**src/hdl/ppecp_regs.svh**
```systemverilog
// Notes on behaviour
// - Mode 000 resets the FIFO, control lines open-collector, data always driven.
// - Mode 001 direction tri-states data; data reads return live pins; others push-pull.
// - Mode 010 sends FIFO bytes with the compatibility strobe handshake, forward only.
// - Mode 011 forward: address and data queue bytes share one FIFO, ECP handshake.
// - Mode 110 FIFO is host read/write only, never sent on the port.
// - Mode 111 maps the two configuration words at 0x400 and 0x401.
// - Fault irq disable bit, ECP only: when 0, fault falling edge pulses interrupt.
// - Clearing fault irq disable while fault is asserted interrupts at once.
// - DMA permit bit enables requests only while service mask is 0.
// - Service mask blocks DMA and service interrupts; hardware sets it on each service interrupt.
// - With DMA on, terminal count sets the service mask.
// - Without DMA, free or stored bytes reaching service level set the mask.
// - Read-only full and empty flags track the FIFO.
// - Any mode from 000/001; else only to 000/001; direction changes only in 001.
// - Modes 010 and 011 alone run the automatic handshake.
// - Control outputs leave the handshake on the same edge a switch back to 000 or 001 applies.
// - Leaving ECP reverse discards FIFO bytes and releases autofeed cleanly.
// - ECP reverse: one handshake per byte while the FIFO has room.
// - ECP forward: data with HostAck high, commands with HostAck low.
// - All FIFO modes share one 16-byte FIFO.
// - Direction 0 out, 1 in, except modes 000 and 010 which always drive.
// - Service interrupt is a brief low pulse, then the line is released.
`ifndef PPECP_REGS_SVH
`define PPECP_REGS_SVH
`define PPECP_OFS_DATA     11'h000
`define PPECP_OFS_STATUS   11'h001
`define PPECP_OFS_CONTROL  11'h002
`define PPECP_OFS_FIFO     11'h400
`define PPECP_OFS_CFGB     11'h401
`define PPECP_OFS_ECR      11'h402
`define PPECP_FIFO_DEPTH   16
`define PPECP_CFGA_VALUE   8'h10
`define PPECP_ECR_RESET    8'h15
`define PPECP_ECR_MODE_LSB 5
`define PPECP_ECR_FAULT    4
`define PPECP_ECR_DMA      3
`define PPECP_ECR_SVC      2
`define PPECP_DCR_DIR      5
`define PPECP_CLK_MHZ      250
`define PPECP_SETUP_NS     500
`define PPECP_STROBE_NS    500
`define PPECP_IRQ_NS       100
`define PPECP_SETUP_CYC    ((`PPECP_SETUP_NS * `PPECP_CLK_MHZ + 999) / 1000)
`define PPECP_STROBE_CYC   ((`PPECP_STROBE_NS * `PPECP_CLK_MHZ + 999) / 1000)
`define PPECP_IRQ_CYC      ((`PPECP_IRQ_NS * `PPECP_CLK_MHZ) / 1000)
`endif

```
**src/hdl/ppecp_pkg.sv**
```systemverilog
package ppecp_pkg;
   typedef enum logic [2:0] {
      PPECP_MODE_STD  = 3'b000,
      PPECP_MODE_BIDI = 3'b001,
      PPECP_MODE_CFIFO= 3'b010,
      PPECP_MODE_ECP  = 3'b011,
      PPECP_MODE_EPP  = 3'b100,
      PPECP_MODE_RSVD = 3'b101,
      PPECP_MODE_TEST = 3'b110,
      PPECP_MODE_CFG  = 3'b111
   } ppecp_mode_t;

   typedef enum logic [2:0] {
      PPECP_HS_IDLE     = 3'b000,
      PPECP_HS_SETUP    = 3'b001,
      PPECP_HS_STROBE   = 3'b010,
      PPECP_HS_WAIT_ACK = 3'b011,
      PPECP_HS_WAIT_REL = 3'b100,
      PPECP_HS_REV_REQ  = 3'b101,
      PPECP_HS_REV_REL  = 3'b110
   } ppecp_hs_t;
endpackage

```
**src/hdl/ppecp_fifo.sv**
```systemverilog
`timescale 1ns/100ps
`include "ppecp_regs.svh"
module ppecp_fifo
(
   // Clock and reset
   input  wire logic       sys_clk_in,
   input  wire logic       rst_in,
   input  wire logic       clear_in,
   // Fill side
   input  wire logic       push_in,
   input  wire logic [8:0] push_data_in,
   // Drain side
   input  wire logic       pop_in,
   output logic      [8:0] head_out,
   // State
   output logic      [4:0] count_out,
   output logic            full_out,
   output logic            empty_out
);
   logic [8:0] mem [0:`PPECP_FIFO_DEPTH-1];
   logic [3:0] wr_ptr;
   logic [3:0] rd_ptr;
   logic [8:0] last;
   logic       do_push;
   logic       do_pop;

   // A write to a full FIFO is dropped; a read of an empty one repeats the last byte
   assign do_push   = push_in && !full_out;
   assign do_pop    = pop_in && !empty_out;
   assign full_out  = (count_out == 5'(`PPECP_FIFO_DEPTH));
   assign empty_out = (count_out == 5'h00);
   assign head_out  = empty_out ? last : mem[rd_ptr];

   always_ff @(posedge sys_clk_in)
   begin
      if (do_push)
      begin
         mem[wr_ptr] <= push_data_in;
      end
   end

   always_ff @(posedge sys_clk_in)
   begin
      if (rst_in || clear_in)
      begin
         wr_ptr    <= 4'h0;
         rd_ptr    <= 4'h0;
         count_out <= 5'h00;
      end
      else
      begin
         wr_ptr    <= wr_ptr + 4'(do_push);
         rd_ptr    <= rd_ptr + 4'(do_pop);
         count_out <= count_out + 5'(do_push) - 5'(do_pop);
      end
   end

   always_ff @(posedge sys_clk_in)
   begin
      if (rst_in)
      begin
         last <= 9'h000;
      end
      else if (do_pop)
      begin
         last <= mem[rd_ptr];
      end
   end
endmodule

```
**src/hdl/ppecp_port.sv**
```systemverilog
`timescale 1ns/100ps
`include "ppecp_regs.svh"
module ppecp_port
(
   // Clock and reset
   input  wire logic       sys_clk_in,
   input  wire logic       rst_in,
   // Host I/O bus pins
   input  wire logic       io_cs_n_in,
   input  wire logic       io_a10_in,
   input  wire logic [1:0] io_addr_in,
   input  wire logic       io_rd_n_in,
   input  wire logic       io_wr_n_in,
   input  wire logic [7:0] io_data_in,
   output logic      [7:0] io_data_out,
   output logic            io_data_oe_out,
   // DMA pins
   input  wire logic       dma_ack_n_in,
   input  wire logic       dma_tc_in,
   output logic            dma_req_out,
   // Service interrupt line
   output logic            irq_out,
   output logic            irq_oe_out,
   // Configuration inputs
   input  wire logic [3:0] fifo_threshold_in,
   // Printer data lines
   input  wire logic [7:0] pd_in,
   output logic      [7:0] pd_out,
   output logic            pd_oe_out,
   // Printer control lines
   output logic            strobe_out_n,
   output logic            strobe_oe_out,
   output logic            autofeed_out_n,
   output logic            autofeed_oe_out,
   output logic            init_out_n,
   output logic            init_oe_out,
   output logic            select_in_out_n,
   output logic            select_in_oe_out,
   // Printer status lines
   input  wire logic       busy_in,
   input  wire logic       ack_in_n,
   input  wire logic       fault_in_n,
   input  wire logic       select_in,
   input  wire logic       perror_in
);
   import ppecp_pkg::*;

   localparam int SYNC_W = 29;

   logic [SYNC_W-1:0] sync1;
   logic [SYNC_W-1:0] sync2;
   logic        s_cs_n, s_a10, s_rd_n, s_wr_n, s_dack_n, s_tc;
   logic        s_busy, s_ack_n, s_fault_n, s_select, s_perror;
   logic [1:0]  s_addr;
   logic [7:0]  s_data, s_pd;
   logic        rd_n_d, wr_n_d, fault_n_d, ack_n_d;
   logic        rd_end, wr_end, host_sel, dma_cyc;
   logic [10:0] ofs;
   ppecp_mode_t mode;
   ppecp_mode_t pend_mode;
   logic        pend;
   logic [7:0]  data_reg;
   logic [5:0]  dcr;
   logic [5:0]  cfgb;
   logic        fault_dis_n, dma_permit, service_mask;
   ppecp_hs_t   hs;
   logic [7:0]  hs_cnt;
   logic [8:0]  out_byte;
   logic        hs_strobe_n, hs_afd_n;
   logic [4:0]  irq_cnt;
   logic        fifo_clear, fifo_push, fifo_pop, fifo_full, fifo_empty;
   logic [8:0]  fifo_in, fifo_head;
   logic [4:0]  fifo_count;
   logic [4:0]  level;
   logic        fifo_mode, xfer_mode, dir_in, ecp_rev;
   logic        host_fifo_wr, host_fifo_rd, host_addr_wr;
   logic        svc_event, fault_event, ack_event, fault_clear_event, tc_event;
   logic        ecr_wr, mode_ok;
   logic [7:0]  next_rd_data;

   function automatic logic mode_is_base(input ppecp_mode_t m);
      mode_is_base = (m == PPECP_MODE_STD) || (m == PPECP_MODE_BIDI);
   endfunction

   // Every input pin except rst_in and fifo_threshold_in crosses two flops before use
   always_ff @(posedge sys_clk_in)
   begin
      sync1 <= {io_cs_n_in, io_a10_in, io_addr_in, io_rd_n_in, io_wr_n_in, io_data_in,
                dma_ack_n_in, dma_tc_in, busy_in, ack_in_n, fault_in_n, select_in,
                perror_in, pd_in};
      sync2 <= sync1;
   end

   assign {s_cs_n, s_a10, s_addr, s_rd_n, s_wr_n, s_data, s_dack_n, s_tc,
           s_busy, s_ack_n, s_fault_n, s_select, s_perror, s_pd} = sync2;

   always_ff @(posedge sys_clk_in)
   begin
      if (rst_in)
      begin
         rd_n_d    <= 1'b1;
         wr_n_d    <= 1'b1;
         fault_n_d <= 1'b1;
         ack_n_d   <= 1'b1;
      end
      else
      begin
         rd_n_d    <= s_rd_n;
         wr_n_d    <= s_wr_n;
         fault_n_d <= s_fault_n;
         ack_n_d   <= s_ack_n;
      end
   end

   // Accesses complete on the trailing edge of the strobe
   assign rd_end    = s_rd_n && !rd_n_d;
   assign wr_end    = s_wr_n && !wr_n_d;
   assign dma_cyc   = !s_dack_n;
   assign host_sel  = !s_cs_n && s_dack_n;
   assign ofs       = {s_a10, 8'h00, s_addr};
   assign fifo_mode = (mode == PPECP_MODE_CFIFO) || (mode == PPECP_MODE_ECP) ||
                      (mode == PPECP_MODE_TEST);
   assign xfer_mode = (mode == PPECP_MODE_CFIFO) || (mode == PPECP_MODE_ECP);
   assign dir_in    = dcr[`PPECP_DCR_DIR] && (mode != PPECP_MODE_STD) &&
                      (mode != PPECP_MODE_CFIFO);
   assign ecp_rev   = (mode == PPECP_MODE_ECP) && dir_in;
   assign ecr_wr    = wr_end && host_sel && (ofs == `PPECP_OFS_ECR);

   assign host_fifo_wr = wr_end && fifo_mode && !(xfer_mode && dir_in) &&
                         (dma_cyc || (host_sel && ofs == `PPECP_OFS_FIFO));
   assign host_addr_wr = wr_end && host_sel && (mode == PPECP_MODE_ECP) && !dir_in &&
                         (ofs == `PPECP_OFS_DATA);
   assign host_fifo_rd = rd_end && fifo_mode &&
                         (dma_cyc || (host_sel && ofs == `PPECP_OFS_FIFO));

   // Bit 8 of a FIFO word marks a command byte
   assign fifo_push = host_fifo_wr || host_addr_wr ||
                      (hs == PPECP_HS_REV_REQ && !s_ack_n);
   assign fifo_in   = (hs == PPECP_HS_REV_REQ) ? {!s_busy, s_pd} :
                      {host_addr_wr, s_data};
   assign fifo_pop  = host_fifo_rd || (hs == PPECP_HS_IDLE && xfer_mode && !dir_in &&
                      !pend && !fifo_empty);
   assign fifo_clear = (mode == PPECP_MODE_STD) ||
                       (pend && mode == PPECP_MODE_ECP && dir_in);

   ppecp_fifo u_fifo
   (
      .sys_clk_in   (sys_clk_in),
      .rst_in       (rst_in),
      .clear_in     (fifo_clear),
      .push_in      (fifo_push),
      .push_data_in (fifo_in),
      .pop_in       (fifo_pop),
      .head_out     (fifo_head),
      .count_out    (fifo_count),
      .full_out     (fifo_full),
      .empty_out    (fifo_empty)
   );

   // Mode switches outside the base modes go back only to a base mode
   assign mode_ok = mode_is_base(mode) ||
                    mode_is_base(ppecp_mode_t'(s_data[7:`PPECP_ECR_MODE_LSB]));

   always_ff @(posedge sys_clk_in)
   begin
      if (rst_in)
      begin
         mode      <= PPECP_MODE_STD;
         pend_mode <= PPECP_MODE_STD;
         pend      <= 1'b0;
      end
      else if (pend)
      begin
         mode <= pend_mode;
         pend <= 1'b0;
      end
      else if (ecr_wr && mode_ok)
      begin
         // Leaving a transfer mode waits one cycle; strobe and autofeed leave the handshake on the edge the mode switches
         if (xfer_mode)
         begin
            pend_mode <= ppecp_mode_t'(s_data[7:`PPECP_ECR_MODE_LSB]);
            pend      <= 1'b1;
         end
         else
         begin
            mode <= ppecp_mode_t'(s_data[7:`PPECP_ECR_MODE_LSB]);
         end
      end
   end

   always_ff @(posedge sys_clk_in)
   begin
      if (rst_in)
      begin
         data_reg <= 8'h00;
         dcr      <= 6'h00;
         cfgb     <= 6'h00;
      end
      else if (wr_end && host_sel)
      begin
         if (ofs == `PPECP_OFS_DATA && !host_addr_wr)
         begin
            data_reg <= s_data;
         end
         if (ofs == `PPECP_OFS_CONTROL)
         begin
            dcr[4:0] <= s_data[4:0];
            if (mode == PPECP_MODE_BIDI)
            begin
               dcr[`PPECP_DCR_DIR] <= s_data[`PPECP_DCR_DIR];
            end
         end
         if (ofs == `PPECP_OFS_CFGB && mode == PPECP_MODE_CFG)
         begin
            cfgb <= s_data[5:0];
         end
      end
   end

   // Interrupt causes; the service one fires only while the service mask is clear
   assign level       = 5'(fifo_threshold_in) + 5'h01;
   assign tc_event    = dma_permit && dma_cyc && s_tc && (rd_end || wr_end);
   assign svc_event   = !service_mask && fifo_mode &&
                        (dma_permit ? tc_event :
                         (dir_in ? (fifo_count >= level) :
                          (5'(`PPECP_FIFO_DEPTH) - fifo_count >= level)));
   assign fault_clear_event = ecr_wr && fault_dis_n && !s_data[`PPECP_ECR_FAULT] &&
                              !s_fault_n && (mode == PPECP_MODE_ECP);
   assign fault_event = ((mode == PPECP_MODE_ECP) && !fault_dis_n && !s_fault_n &&
                         fault_n_d) || fault_clear_event;
   assign ack_event   = dcr[4] && s_ack_n && !ack_n_d;

   always_ff @(posedge sys_clk_in)
   begin
      if (rst_in)
      begin
         fault_dis_n  <= 1'b1;
         dma_permit   <= 1'b0;
         service_mask <= 1'b1;
      end
      else
      begin
         if (ecr_wr)
         begin
            fault_dis_n <= s_data[`PPECP_ECR_FAULT];
            dma_permit  <= s_data[`PPECP_ECR_DMA];
         end
         // Hardware set wins over a software clear in the same cycle
         if (svc_event)
         begin
            service_mask <= 1'b1;
         end
         else if (ecr_wr)
         begin
            service_mask <= s_data[`PPECP_ECR_SVC];
         end
      end
   end

   // Shared-line pulse: driven low for a short time, then released
   always_ff @(posedge sys_clk_in)
   begin
      if (rst_in)
      begin
         irq_cnt <= 5'h00;
      end
      else if (svc_event || fault_event || ack_event)
      begin
         irq_cnt <= 5'(`PPECP_IRQ_CYC);
      end
      else if (irq_cnt != 5'h00)
      begin
         irq_cnt <= irq_cnt - 5'h01;
      end
   end

   assign irq_out    = 1'b0;
   assign irq_oe_out = (irq_cnt != 5'h00);

   assign dma_req_out = dma_permit && !service_mask && fifo_mode && !pend &&
                        (dir_in ? !fifo_empty : !fifo_full);

   // Automatic handshake; aborted at once by a pending mode switch
   always_ff @(posedge sys_clk_in)
   begin
      if (rst_in || pend || !xfer_mode)
      begin
         hs       <= PPECP_HS_IDLE;
         hs_cnt   <= 8'h00;
         out_byte <= 9'h000;
      end
      else
      begin
         unique case (hs)
            PPECP_HS_IDLE:
            begin
               if (ecp_rev && !fifo_full)
               begin
                  hs <= PPECP_HS_REV_REQ;
               end
               else if (!dir_in && !fifo_empty)
               begin
                  out_byte <= fifo_head;
                  hs_cnt   <= 8'(`PPECP_SETUP_CYC);
                  hs       <= PPECP_HS_SETUP;
               end
            end
            PPECP_HS_SETUP:
            begin
               if (hs_cnt == 8'h00)
               begin
                  hs_cnt <= 8'(`PPECP_STROBE_CYC);
                  hs     <= (mode == PPECP_MODE_ECP) ? PPECP_HS_WAIT_ACK : PPECP_HS_STROBE;
               end
               else
               begin
                  hs_cnt <= hs_cnt - 8'h01;
               end
            end
            PPECP_HS_STROBE:
            begin
               if (hs_cnt == 8'h00)
               begin
                  hs <= PPECP_HS_WAIT_REL;
               end
               else
               begin
                  hs_cnt <= hs_cnt - 8'h01;
               end
            end
            PPECP_HS_WAIT_ACK:
            begin
               if (s_busy)
               begin
                  hs <= PPECP_HS_WAIT_REL;
               end
            end
            PPECP_HS_WAIT_REL:
            begin
               if (!s_busy)
               begin
                  hs <= PPECP_HS_IDLE;
               end
            end
            PPECP_HS_REV_REQ:
            begin
               if (!s_ack_n)
               begin
                  hs <= PPECP_HS_REV_REL;
               end
            end
            PPECP_HS_REV_REL:
            begin
               if (s_ack_n)
               begin
                  hs <= PPECP_HS_IDLE;
               end
            end
            default:
            begin
               hs <= PPECP_HS_IDLE;
            end
         endcase
      end
   end

   always_ff @(posedge sys_clk_in)
   begin
      if (rst_in || pend || !xfer_mode)
      begin
         hs_strobe_n <= 1'b1;
         hs_afd_n    <= 1'b1;
      end
      else
      begin
         hs_strobe_n <= !(hs == PPECP_HS_STROBE || hs == PPECP_HS_WAIT_ACK);
         if (mode == PPECP_MODE_ECP && !dir_in)
         begin
            hs_afd_n <= !out_byte[8];
         end
         else
         begin
            hs_afd_n <= !(hs == PPECP_HS_REV_REQ);
         end
      end
   end

   // Open-collector control lines in mode 000: drive only a low
   always_comb
   begin
      strobe_out_n    = xfer_mode ? hs_strobe_n : !dcr[0];
      autofeed_out_n  = xfer_mode ? hs_afd_n : !dcr[1];
      init_out_n      = dcr[2];
      select_in_out_n = !dcr[3];
      if (mode == PPECP_MODE_STD)
      begin
         strobe_oe_out    = !strobe_out_n;
         autofeed_oe_out  = !autofeed_out_n;
         init_oe_out      = !init_out_n;
         select_in_oe_out = !select_in_out_n;
      end
      else
      begin
         strobe_oe_out    = 1'b1;
         autofeed_oe_out  = 1'b1;
         init_oe_out      = 1'b1;
         select_in_oe_out = 1'b1;
      end
   end

   // Data lines; test mode shows the data register, never FIFO data, and strobes only from control bit 0
   assign pd_out    = xfer_mode ? out_byte[7:0] : data_reg;
   assign pd_oe_out = !dir_in;

   always_comb
   begin
      next_rd_data = 8'h00;
      if (dma_cyc || (host_sel && ofs == `PPECP_OFS_FIFO && mode != PPECP_MODE_CFG))
      begin
         next_rd_data = fifo_head[7:0];
      end
      else if (host_sel)
      begin
         unique case (ofs)
            `PPECP_OFS_DATA:    next_rd_data = (mode == PPECP_MODE_STD) ? data_reg : s_pd;
            `PPECP_OFS_STATUS:  next_rd_data = {!s_busy, s_ack_n, s_perror, s_select,
                                                s_fault_n, 3'h0};
            `PPECP_OFS_CONTROL: next_rd_data = {2'h0, dcr};
            `PPECP_OFS_FIFO:    next_rd_data = `PPECP_CFGA_VALUE;
            `PPECP_OFS_CFGB:    next_rd_data = (mode == PPECP_MODE_CFG) ?
                                               {1'b0, irq_oe_out, cfgb} : 8'h00;
            `PPECP_OFS_ECR:     next_rd_data = {mode, fault_dis_n, dma_permit, service_mask,
                                                fifo_full, fifo_empty};
            default:            next_rd_data = 8'h00;
         endcase
      end
   end

   always_ff @(posedge sys_clk_in)
   begin
      if (rst_in)
      begin
         io_data_out <= 8'h00;
      end
      else if (!s_rd_n)
      begin
         io_data_out <= next_rd_data;
      end
   end

   assign io_data_oe_out = !s_rd_n && !rd_n_d && (host_sel || dma_cyc);
endmodule

```
**config.mk**
```make
export PLATFORM = sky130hd
export DESIGN_NAME = ppecp_port
export DESIGN_NICKNAME = d
export VERILOG_FILES = /design/src/hdl/ppecp_pkg.sv /design/src/hdl/ppecp_fifo.sv /design/src/hdl/ppecp_port.sv
export VERILOG_INCLUDE_DIRS = /design/src /design/src/hdl
export SDC_FILE = /design/constraint.sdc
export NUM_CORES = 1
export LEC_CHECK = 0
export BUFFER_PORTS_ARGS = -buffer_cell sky130_fd_sc_hd__buf_4
export CAP_MARGIN = 40
export CORE_UTILIZATION = 45
export DETAILED_ROUTE_END_ITERATION = 10
export PLACE_DENSITY = 0.74
export SLEW_MARGIN = 20
export SYNTH_ARGS = -nofsm -noshare
export SYNTH_HDL_FRONTEND = slang
export SYNTH_HIERARCHICAL = 1
export SYNTH_SLANG_ARGS = --single-unit
```
**constraint.sdc**
```tcl
create_clock -name sys_clk_in -period 12.71 [get_ports sys_clk_in]
set_input_delay 0.6355 -clock sys_clk_in [delete_from_list [all_inputs] [get_ports sys_clk_in]]
set_output_delay 0.6355 -clock sys_clk_in [all_outputs]
set_load 0.02 [all_outputs]
```
; Yosys cells after proc, flatten, opt, wreduce, memory -nomap -nowiden
; Memory sizes are Yosys's and may differ from the RTL's. A register that Yosys moved wholly into a read port is not among the register bits.
; Index checks and enable logic that the tools add are counted.
; W data, S select, Z words.
[word_totals]
wordCells = 240
output_inout_bits = 29
ramBits = 144
n_memories = 1
register_bits = 149
inputBits = 35
[op_classes]
eq_ne = 31
reduce_logical = 125
order_cmp = 2
muxes = 42
bitwise = 3
add_sub_neg = 8
[mem_list]
columns = name, depth, width, rd, rd_ports_with_merged_regs, wr, line
row1 = u_fifo.mem, 16, 9, 1, 1, 1, ppecp_fifo.sv:20  ; logic [8:0] mem [0:`PPECP_FIFO_DEPTH-1];
[ops]
columns = op, count
row1 = $mux W8, 8
row2 = $logic_and A1 B1 Y1, 54
row3 = $pmux W8 S6, 1
row4 = $mux W3, 11
row5 = $logic_not A1 Y1, 28
row6 = $eq A3 B3 Y1 const B, 8
row7 = $pmux W8 S3, 1
row8 = $pmux W3 S7, 1
row9 = $logic_or A1 B1 Y1, 20
row10 = $mux W9, 2
row11 = $ne A2 B2 Y1 const B, 9
row12 = $eq A3 B2 Y1 const B, 5
row13 = $mux W1, 14
row14 = $eq A3 B1 Y1 const B, 4
row15 = $logic_not A11 Y1, 1
row16 = $ge A5 B5 Y1, 2
row17 = $mux W5, 2
row18 = $logic_not A3 Y1, 3
row19 = $reduce_and A3 Y1, 3
row20 = $add A4 B1 Y4, 2
row21 = $logic_not A8 Y1, 1
row22 = $reduce_and A2 Y1, 4
row23 = $sub A8 B1 Y8 const B, 1
row24 = $mux W7, 1
row25 = other kinds (20), 25

; Depth between registers and ports, before layout
; Gate-level depths: netlist of run 1.
[logic_depth]
ltp_word = 12
depth_mapped = 23
ltp_nobuf = 19

; Cells and area by module
; The synthesis of run 1 kept the hierarchy.
[modules_own_cells]
columns = module, seq_area_each_um2, cells_each, area_each_um2, instances
row1 = ppecp_fifo, 4764.6, 404, 6841.6, 1
row2 = ppecp_port, 2542.4, 536, 5307.6, 1

; Worst setup path after synthesis of run 1
; Ideal clock, no wire load.
[synth_path]
kind = reg-to-reg
from = register u_fifo.count_out[2]
to = register u_fifo.count_out[4]
path_buffers = 4
setup_ps = 126
path_stages_with_launch = 24
required_ps = 12584
t_arrival_ps = 3947
path_slack_ps = 8636
cell_sequence = dfxtp_1 -> inv_1 -> ha_1 -> or4b_1 -> clkbuf_1 -> clkbuf_1 -> inv_1 -> inv_1 -> nand2_1 -> nor4_4 -> nand2_1 -> o21ai_0 -> and2_1 -> buf_6 -> buf_6 -> ha_1 -> inv_1 -> ha_1 -> inv_1 -> fa_1 -> nand2b_1 -> a21oi_1 -> o21ai_0 -> nor3b_1
[synth_between]
elab_chain_len = 6
word_cells_on_any_way = 10
cone_classes = 2 x add/sub / 1 x eq/ne / 7 x reduce/logical
[synth_lines]
columns = item, line
row1 = start: declaration, ppecp_fifo.sv:16  ; output logic [4:0] count_out,
row2 = start signal: assignment, ppecp_fifo.sv:54  ; count_out <= count_out + 5'(do_push) - 5'(do_pop);
row3 = $logic_not A5 Y1, ppecp_fifo.sv:31  ; assign empty_out = (count_out == 5'h00);
row4 = named net fifo_empty, ppecp_port.sv:71  ; logic fifo_clear, fifo_push, fifo_pop, fifo_full, fifo_empty;
row5 = $logic_not A1 Y1, ppecp_port.sv:142  ; !pend && !fifo_empty);
row6 = $logic_and A1 B1 Y1, ppecp_port.sv:142
row7 = $logic_or A1 B1 Y1, ppecp_port.sv:141  ; assign fifo_pop = host_fifo_rd || (hs == PPECP_HS_IDLE && xfer_mode && !dir_in &&
row8 = named net fifo_pop, ppecp_port.sv:71
row9 = $logic_and A1 B1 Y1, ppecp_fifo.sv:29  ; assign do_pop = pop_in && !empty_out;
row10 = named net u_fifo.do_pop, ppecp_fifo.sv:25  ; logic do_pop;
row11 = $sub A5 B1 Y5, ppecp_fifo.sv:54
; The timed path passes the listed nets, and every way through them passes these cells.
; A chain may end at the register's enable or synchronous reset.

; Worst setup path in the final report of run 1
[layout_path]
from = register u_fifo.count_out[2]
to = register u_fifo.count_out[4]
[layout_between]
elab_chain_len = 6
word_cells_on_any_way = 10
cone_classes = 2 x add/sub / 1 x eq/ne / 7 x reduce/logical
[layout_lines]
columns = item, line
row1 = $logic_not A5 Y1, ppecp_fifo.sv:31
row2 = named net fifo_empty, ppecp_port.sv:71
row3 = $logic_not A1 Y1, ppecp_port.sv:142
row4 = $logic_and A1 B1 Y1, ppecp_port.sv:142
row5 = $logic_or A1 B1 Y1, ppecp_port.sv:141
row6 = named net fifo_pop, ppecp_port.sv:71
row7 = $logic_and A1 B1 Y1, ppecp_fifo.sv:29
row8 = $sub A5 B1 Y5, ppecp_fifo.sv:54
; The timed path passes the listed nets, and every way through them passes these cells.

==> run metrics, run 1 <==
# rows 59; post-synthesis cell type count 87; placed insts 1299; fin util 53.1%; Core ar. 26300 um^2; Worst slew margin 43.8%; GRT Overall Usage 18.8%; clock skew 0.0429 ns; Clock Pin Slew Worst Setup and Hold Paths 0.06 ns; Die Ht 166 um; Port Buffer Count 62; Worst path max stage delay 0.62 ns; Largest register FFs 144; Fin Setup TNS 0 ns; DRT antenna net count 0; clock net sink count 293; reg-to-reg critical path endpoint u_fifo/count_out[4]; Synth Register Bits 293; Fmax 0.217 GHz; vias in the first global route 7196; post_cts resized 0; reg-to-reg setup timing slack 8.10 ns; drt via density 5.64; peak supply drop 0.000142 V; worst reg2reg startpoint u_fifo/count_out[2]; CP startpoint u_fifo/count_out[2]; fin crit period 4.61 ns; Clock Latency Late Sink 0.57 ns; Critical Path AT 5.03 ns; required time worst endpoint 13.13 ns; pin count of the biggest net entering global routing 52; worst path buffer plus inverter count 6; CP endpoint kind flop; GPL Wtd Cong 0.854; Initial Util 46.2%; Total Die Area 27700 um^2; CTS tree yes; Power, Total 2.04 mW; Synth warnings 6; CTS H-tree lvls 1; Most flops, register u_fifo/mem; final setup fails 0; Area growth syn-to-layout 14.8%; share of flip-flops with an asynchronous set or reset 0%; Mapped Cells 940; leakage 4.87 nW; r2r worst-path depth 20; most frequent CP cell inv_1; Setup crit end u_fifo/count_out[4]; outcome finished, violations left; crit-path cells inv_1 > ha_1 > or4b_1 > inv_1 > inv_1 > nand2_1 > nor4_4 > nand2_1 > o21ai_0 > and2_1 > buf_8 > ha_1 > inv_1 > ha_1 > inv_1 > fa_1 > nand2b_1 > a21oi_1 > o21ai_0 > nor3b_1; initial antenna violation count 0; DRT iter0 DRCs 659; Crit path depth 20; TritonCTS Buffers 28; family with the most delay on the worst path simple AND/OR/NAND/NOR gates; Post-synth EDFFs 144; Die Span X 166 um; failing checks DRC; Main synth FF type dfxtp_1; Regs by FF count u_fifo/mem (144), sync1 (29), sync2 (29); Post-Route WL 26300 um; worst-case hold slack 0.163 ns; Final Cycle Share 36.3%; setup bufs post-CTS 0; critical path class reg -> reg; syn nets 996; First-pass DRT Iterations 10; Fin. Hold Viols 0; worst-margin pin slew 0.840 ns; Seq/Total Area, Yosys 60.1%; slowest CP cell or4b_1; wire length per cell 19.3 um; share of layout cells above drive strength 1 18.6%; # nets final 1059; CTS root buf clkbuf_16; DR vias 7667; area of the mapped netlist 12100 um^2; HP Class in -> reg; hold buffers post-CTS 0; maxcap violations 0; first-pass GRT wire length 40400 um; gr ovfl total 0; DP HPWL 18000 um; DRC violations left 2; IO Pins 64; Final Non-Filler Cells 1360; CTS max path bufs 3; Ant. Diodes 0; Worst Path Max Fanout 20; PwrDens 146 nW/um^2; CP Launch Type flop; syn_area_per_cell 12.9 um^2; RSZ-0062 raised after global routing false; Final Max Slew Viols 0
-- how the worst min path moves through the flow --
stage,start,to,slack [ns],depth (start not counted)
after floorplan,sync1[0],sync2[0],0.31,0
after CTS,pd_in[4],sync1[4],0.14,1
after global routing,pd_in[7],sync1[7],0.14,1
after global placement,sync1[0],sync2[0],0.31,0
after detailed placement,sync1[28],sync2[28],0.31,0
final,pd_in[4],sync1[4],0.16,1
-- per-stage QoR --
step	area [um^2]	worst slack (ns)
floorplan	12100	8.64
global placement	12800	7.99
detailed placement	12800	7.85
CTS	13900	7.81
global route	14000	7.69
finish	14000	8.10
-- cells in the mapped netlist (17+ instances only) --
| library cell | n | area, um^2 |
|---|---|---|
| ha_1 | 20 | 250 |
| nand3_1 | 19 | 95.1 |
| nand2_1 | 61 | 229 |
| dfxtp_1 | 149 | 2980 |
| mux4_1 | 17 | 447 |
| mux2_2 | 21 | 236 |
| clkbuf_1 | 17 | 63.8 |
| a21oi_1 | 31 | 155 |
| a221oi_1 | 17 | 149 |
| nor3_1 | 19 | 95.1 |
| edfxtp_1 | 144 | 4320 |
| inv_1 | 24 | 90.1 |
| mux2i_1 | 74 | 741 |
| nor2_1 | 84 | 315 |
| buf_2 | 20 | 100 |
-- cell type report --
cell class / instances / area, um^2
clock buffers: 41 / 821
clock inverters: 11 / 216
fillers: 2174 / 12300
inverters: 26 / 97.6
multi-input cells: 571 / 4450
flip-flops and latches: 293 / 7310
well taps: 335 / 419
repair buffers: 83 / 642
-- cells in the final DEF (no fill, tap or decap), drive strengths merged, types with 21 or more instances in the layout --
cell and count:
dfxtp 149, o21ai 26, nand2 61, nor3 21, buf 83, mux2i 74
mux2 21, a21oi 33, nor2 86, edfxtp 144, inv 27, clkbuf 41
-- where the power goes --
group / internal, mW / switching [mW]
logic: 0.0474 / 0.0579
clock network: 0.554 / 0.357
registers: 1.01 / 0.0158
total: 1.61 / 0.430
-- per-layer routing --
metal,GRT usage (%),share of wire [%]
met5,0,0
met4,7.13,3.3
met3,3.50,7.4
met2,29.2,46
met1,26.3,43
-- logic make-up after synthesis --
family                   after synthesis  share of synthesized area (%)
multiplexers                         113                           11.9
adder cells (fa/ha/maj)               21                           2.22
AND/OR/NAND/NOR                      273                           11.6
buffers and inverters                 76                           3.29
AO/OA/AOI/OAI                        143                           9.30
flip-flops                           293                           60.1
XOR/XNOR                              20                           1.50
other                                  1                         0.0309
Power figures use the tool's default switching activity.
==> inputs of run 2 (changes only) <==
--- a/config.mk
+++ b/config.mk
@@ -10,7 +10,7 @@
 export CAP_MARGIN = 40
 export CORE_UTILIZATION = 45
 export DETAILED_ROUTE_END_ITERATION = 10
-export PLACE_DENSITY = 0.74
+export PLACE_DENSITY = 0.76
 export SLEW_MARGIN = 20
 export SYNTH_ARGS = -nofsm -noshare
 export SYNTH_HDL_FRONTEND = slang
==> constraint.sdc (replaced) <==
create_clock -name sys_clk_in -period 3.8 [get_ports sys_clk_in]
set_input_delay 0.19 -clock sys_clk_in [delete_from_list [all_inputs] [get_ports sys_clk_in]]
set_output_delay 0.19 -clock sys_clk_in [all_outputs]
set_load 0.02 [all_outputs]
==> run 2 against run 1 <==
The flow still finishes with violations (DRC); core utilization up 1.3 points; hold slack worse by 0.028 ns; combinational power rose to 3.7 times the previous value; register-to-register slack worse by 7.8 ns.
==> run metrics, run 2 (same netlist as run 1, synthesis figures left out) <==
DRT antenna net count 0 (unchanged); reg-to-reg critical path endpoint u_fifo/count_out[4] (unchanged); commonest non-fill, non-tap cell in the layout dfxtp_1 (unchanged); TritonCTS Buffers 29 (was 28); Largest register FFs 144 (unchanged); GR peak layer met2 (unchanged); final setup fails 0 (unchanged); Worst Path Max Fanout 7 (was 20); most frequent cells in the layout dfxtp_1 (146), edfxtp_1 (144), buf_4 (92), nor2_1 (84), mux2i_1 (74) (was dfxtp_1 (148), edfxtp_1 (144), nor2_1 (84), buf_4 (80), mux2i_1 (73)); worst-margin pin slew 0.824 ns (was 0.840 ns); Port Buffer Count 62 (unchanged); CTS H-tree lvls 1 (unchanged); RSZ-0062 raised after global routing false (unchanged); post_cts resized 0 (unchanged); CP Launch Type flop (unchanged); reg-to-reg setup timing slack 0.31 ns (was 8.10 ns); DRT iter0 DRCs 693 (was 659); Power, Total 6.83 mW (was 2.04 mW); Clock Latency Late Sink 0.57 ns (about the same); met2 Use GR 33.2% (was 29.2%); peak supply drop 0.000429 V (was 0.000142 V); clock skew 0.0263 ns (was 0.0429 ns); DR vias 7902 (was 7667); DP HPWL 18100 um (was 18000 um); CP endpoint kind flop (unchanged); Most flops, register u_fifo/mem (unchanged); Fin. Hold Viols 0 (unchanged); leakage 5.05 nW (was 4.87 nW); PwrDens 477 nW/um^2 (was 146 nW/um^2); multi-input combinational cell area 4450 um^2 (about the same); CTS root buf clkbuf_16 (unchanged); Ant. Diodes 0 (unchanged); Fmax 0.286 GHz (was 0.217 GHz); outcome finished, violations left (unchanged); drt via density 5.65 (was 5.64); met3 usage 2.93% (was 3.50%); maxcap violations 0 (unchanged); GRT Overall Usage 19.8% (was 18.8%); Fin Setup TNS 0 ns (unchanged); Core ar. 26300 um^2 (unchanged); First-pass DRT Iterations 8 (was 10); Clock Pin Slew Worst Setup and Hold Paths 0.07 ns (was 0.06 ns); pin count of the biggest net entering global routing 52 (unchanged); initial antenna violation count 0 (unchanged); GPL Wtd Cong 0.898 (was 0.854); critical path class reg -> reg (unchanged); DRC violations left 3 (was 2); HP Class in -> reg (unchanged); Die Ht 166 um (unchanged); CTS max path bufs 3 (unchanged); r2r worst-path depth 19 (was 20); Final Cycle Share 92.0% (was 36.3%); global-route track usage on met1 26.4% (was 26.3%); clock net sink count 293 (unchanged); gr ovfl total 0 (unchanged); Setup crit end u_fifo/count_out[4] (unchanged); CP startpoint u_fifo/count_out[2] (unchanged); first-pass GRT wire length 42900 um (was 40400 um); Area growth syn-to-layout 17.7% (was 14.8%); CTS tree yes (unchanged); failing checks DRC (unchanged); worst reg2reg startpoint u_fifo/count_out[2] (unchanged); wire length per cell 19.7 um (was 19.3 um); required time worst endpoint 4.26 ns (was 13.13 ns); Final Max Slew Viols 0 (unchanged); # rows 59 (unchanged); register area 7310 um^2 (about the same); Total Die Area 27700 um^2 (unchanged); # nets final 1098 (was 1059); fillers 2090 (was 2174); fin crit period 3.49 ns (was 4.61 ns); IO Pins 64 (unchanged); Worst slew margin 44.9% (was 43.8%); vias in the first global route 7815 (was 7196); Regs by FF count u_fifo/mem (144), sync1 (29), sync2 (29) (unchanged); Post-Route WL 27500 um (was 26300 um); Die Span X 166 um (unchanged); share of layout cells above drive strength 1 19.5% (was 18.6%); Critical Path AT 3.95 ns (was 5.03 ns); Initial Util 46.2% (unchanged)
## run 2: cell types whose count changed in the layout (fill, tap and decap cells not counted), moves of 4 or more
cell,change
dlygate4sd3_1,+29
buf_4,+12
clkbuf_16,+6
bufinv_16,-4
clkbuf_1,-4
## run 2: final cells by class
cell class,count,share of cell area [%]
Sequential cell,293,51.1
Multi-Input combinational cell,571,31.1
Inverter,26,0.682
Clock inverter,12,0.840
Tap cell,335,2.93
Timing Repair Buffer,121,6.86
Clock buffer,41,6.49
## run 2: critical path, cell delays in order (launching register included)
cell      delay, ns
dfxtp_2        0.36
inv_1          0.09
ha_1           0.16
or4b_1         0.47
inv_1          0.10
inv_1          0.08
nand2_2        0.13
nor4_4         0.06
nand2_1        0.08
o21ai_0        0.07
and2_1         0.17
ha_1           0.29
inv_1          0.05
ha_1           0.15
inv_1          0.06
fa_1           0.40
nand2b_1       0.17
a21oi_1        0.21
nor3_1         0.08
nor3b_1        0.22
## run 2: routing by layer
metal  up-vias  wire [um]
met2       278      13300
met3        62       1690
met5         -          0
li1       3699          -
met1      3863      11700
met4         0        861
## run 2: how the worst min path moves through the flow
| stage | startpoint | to | cells past startpoint |
|---|---|---|---|
| floorplan | pd_in[0] | sync1[0] | 0 |
| global placement | busy_in | sync1[12] | 1 |
| detailed placement | select_in | sync1[9] | 1 |
| CTS | rst_in | data_reg[3] | 2 |
| global route | rst_in | data_reg[2] | 2 |
| finish | rst_in | data_reg[1] | 2 |
## run 2: power breakdown
group          total [mW]  switching, mW  leakage, nW  internal [mW]
sequential           3.41         0.0468         2.49           3.37
combinational       0.388          0.209         2.05          0.179
clock                3.03           1.24        0.517           1.79
total                6.83           1.49         5.05           5.34
## run 2: what timing repair did
action	4_1_cts	5_1_grt
endpoints found under the hold margin	29	0
buffers inserted	0	1
hold buffers	29	0
setup endpoints to repair	0	1
## run 2: through the flow
| stage | setup WS, ns | utilization [%] | std cells | cell area [um^2] | hold WS (ns) |
|---|---|---|---|---|---|
| floorplan | 0.00993 | - | 940 | 12200 | 0.218 |
| global placement | 0.306 | 49.3 | 1316 | 13000 | 0.294 |
| detailed placement | 0.0511 | 49.3 | 1316 | 13000 | 0.295 |
| CTS | 0.0322 | 54.4 | 1398 | 14300 | 0.108 |
| global route | 0.0845 | 54.4 | 1399 | 14300 | 0.147 |
| finish | 0.305 | 54.4 | 1399 | 14300 | 0.135 |
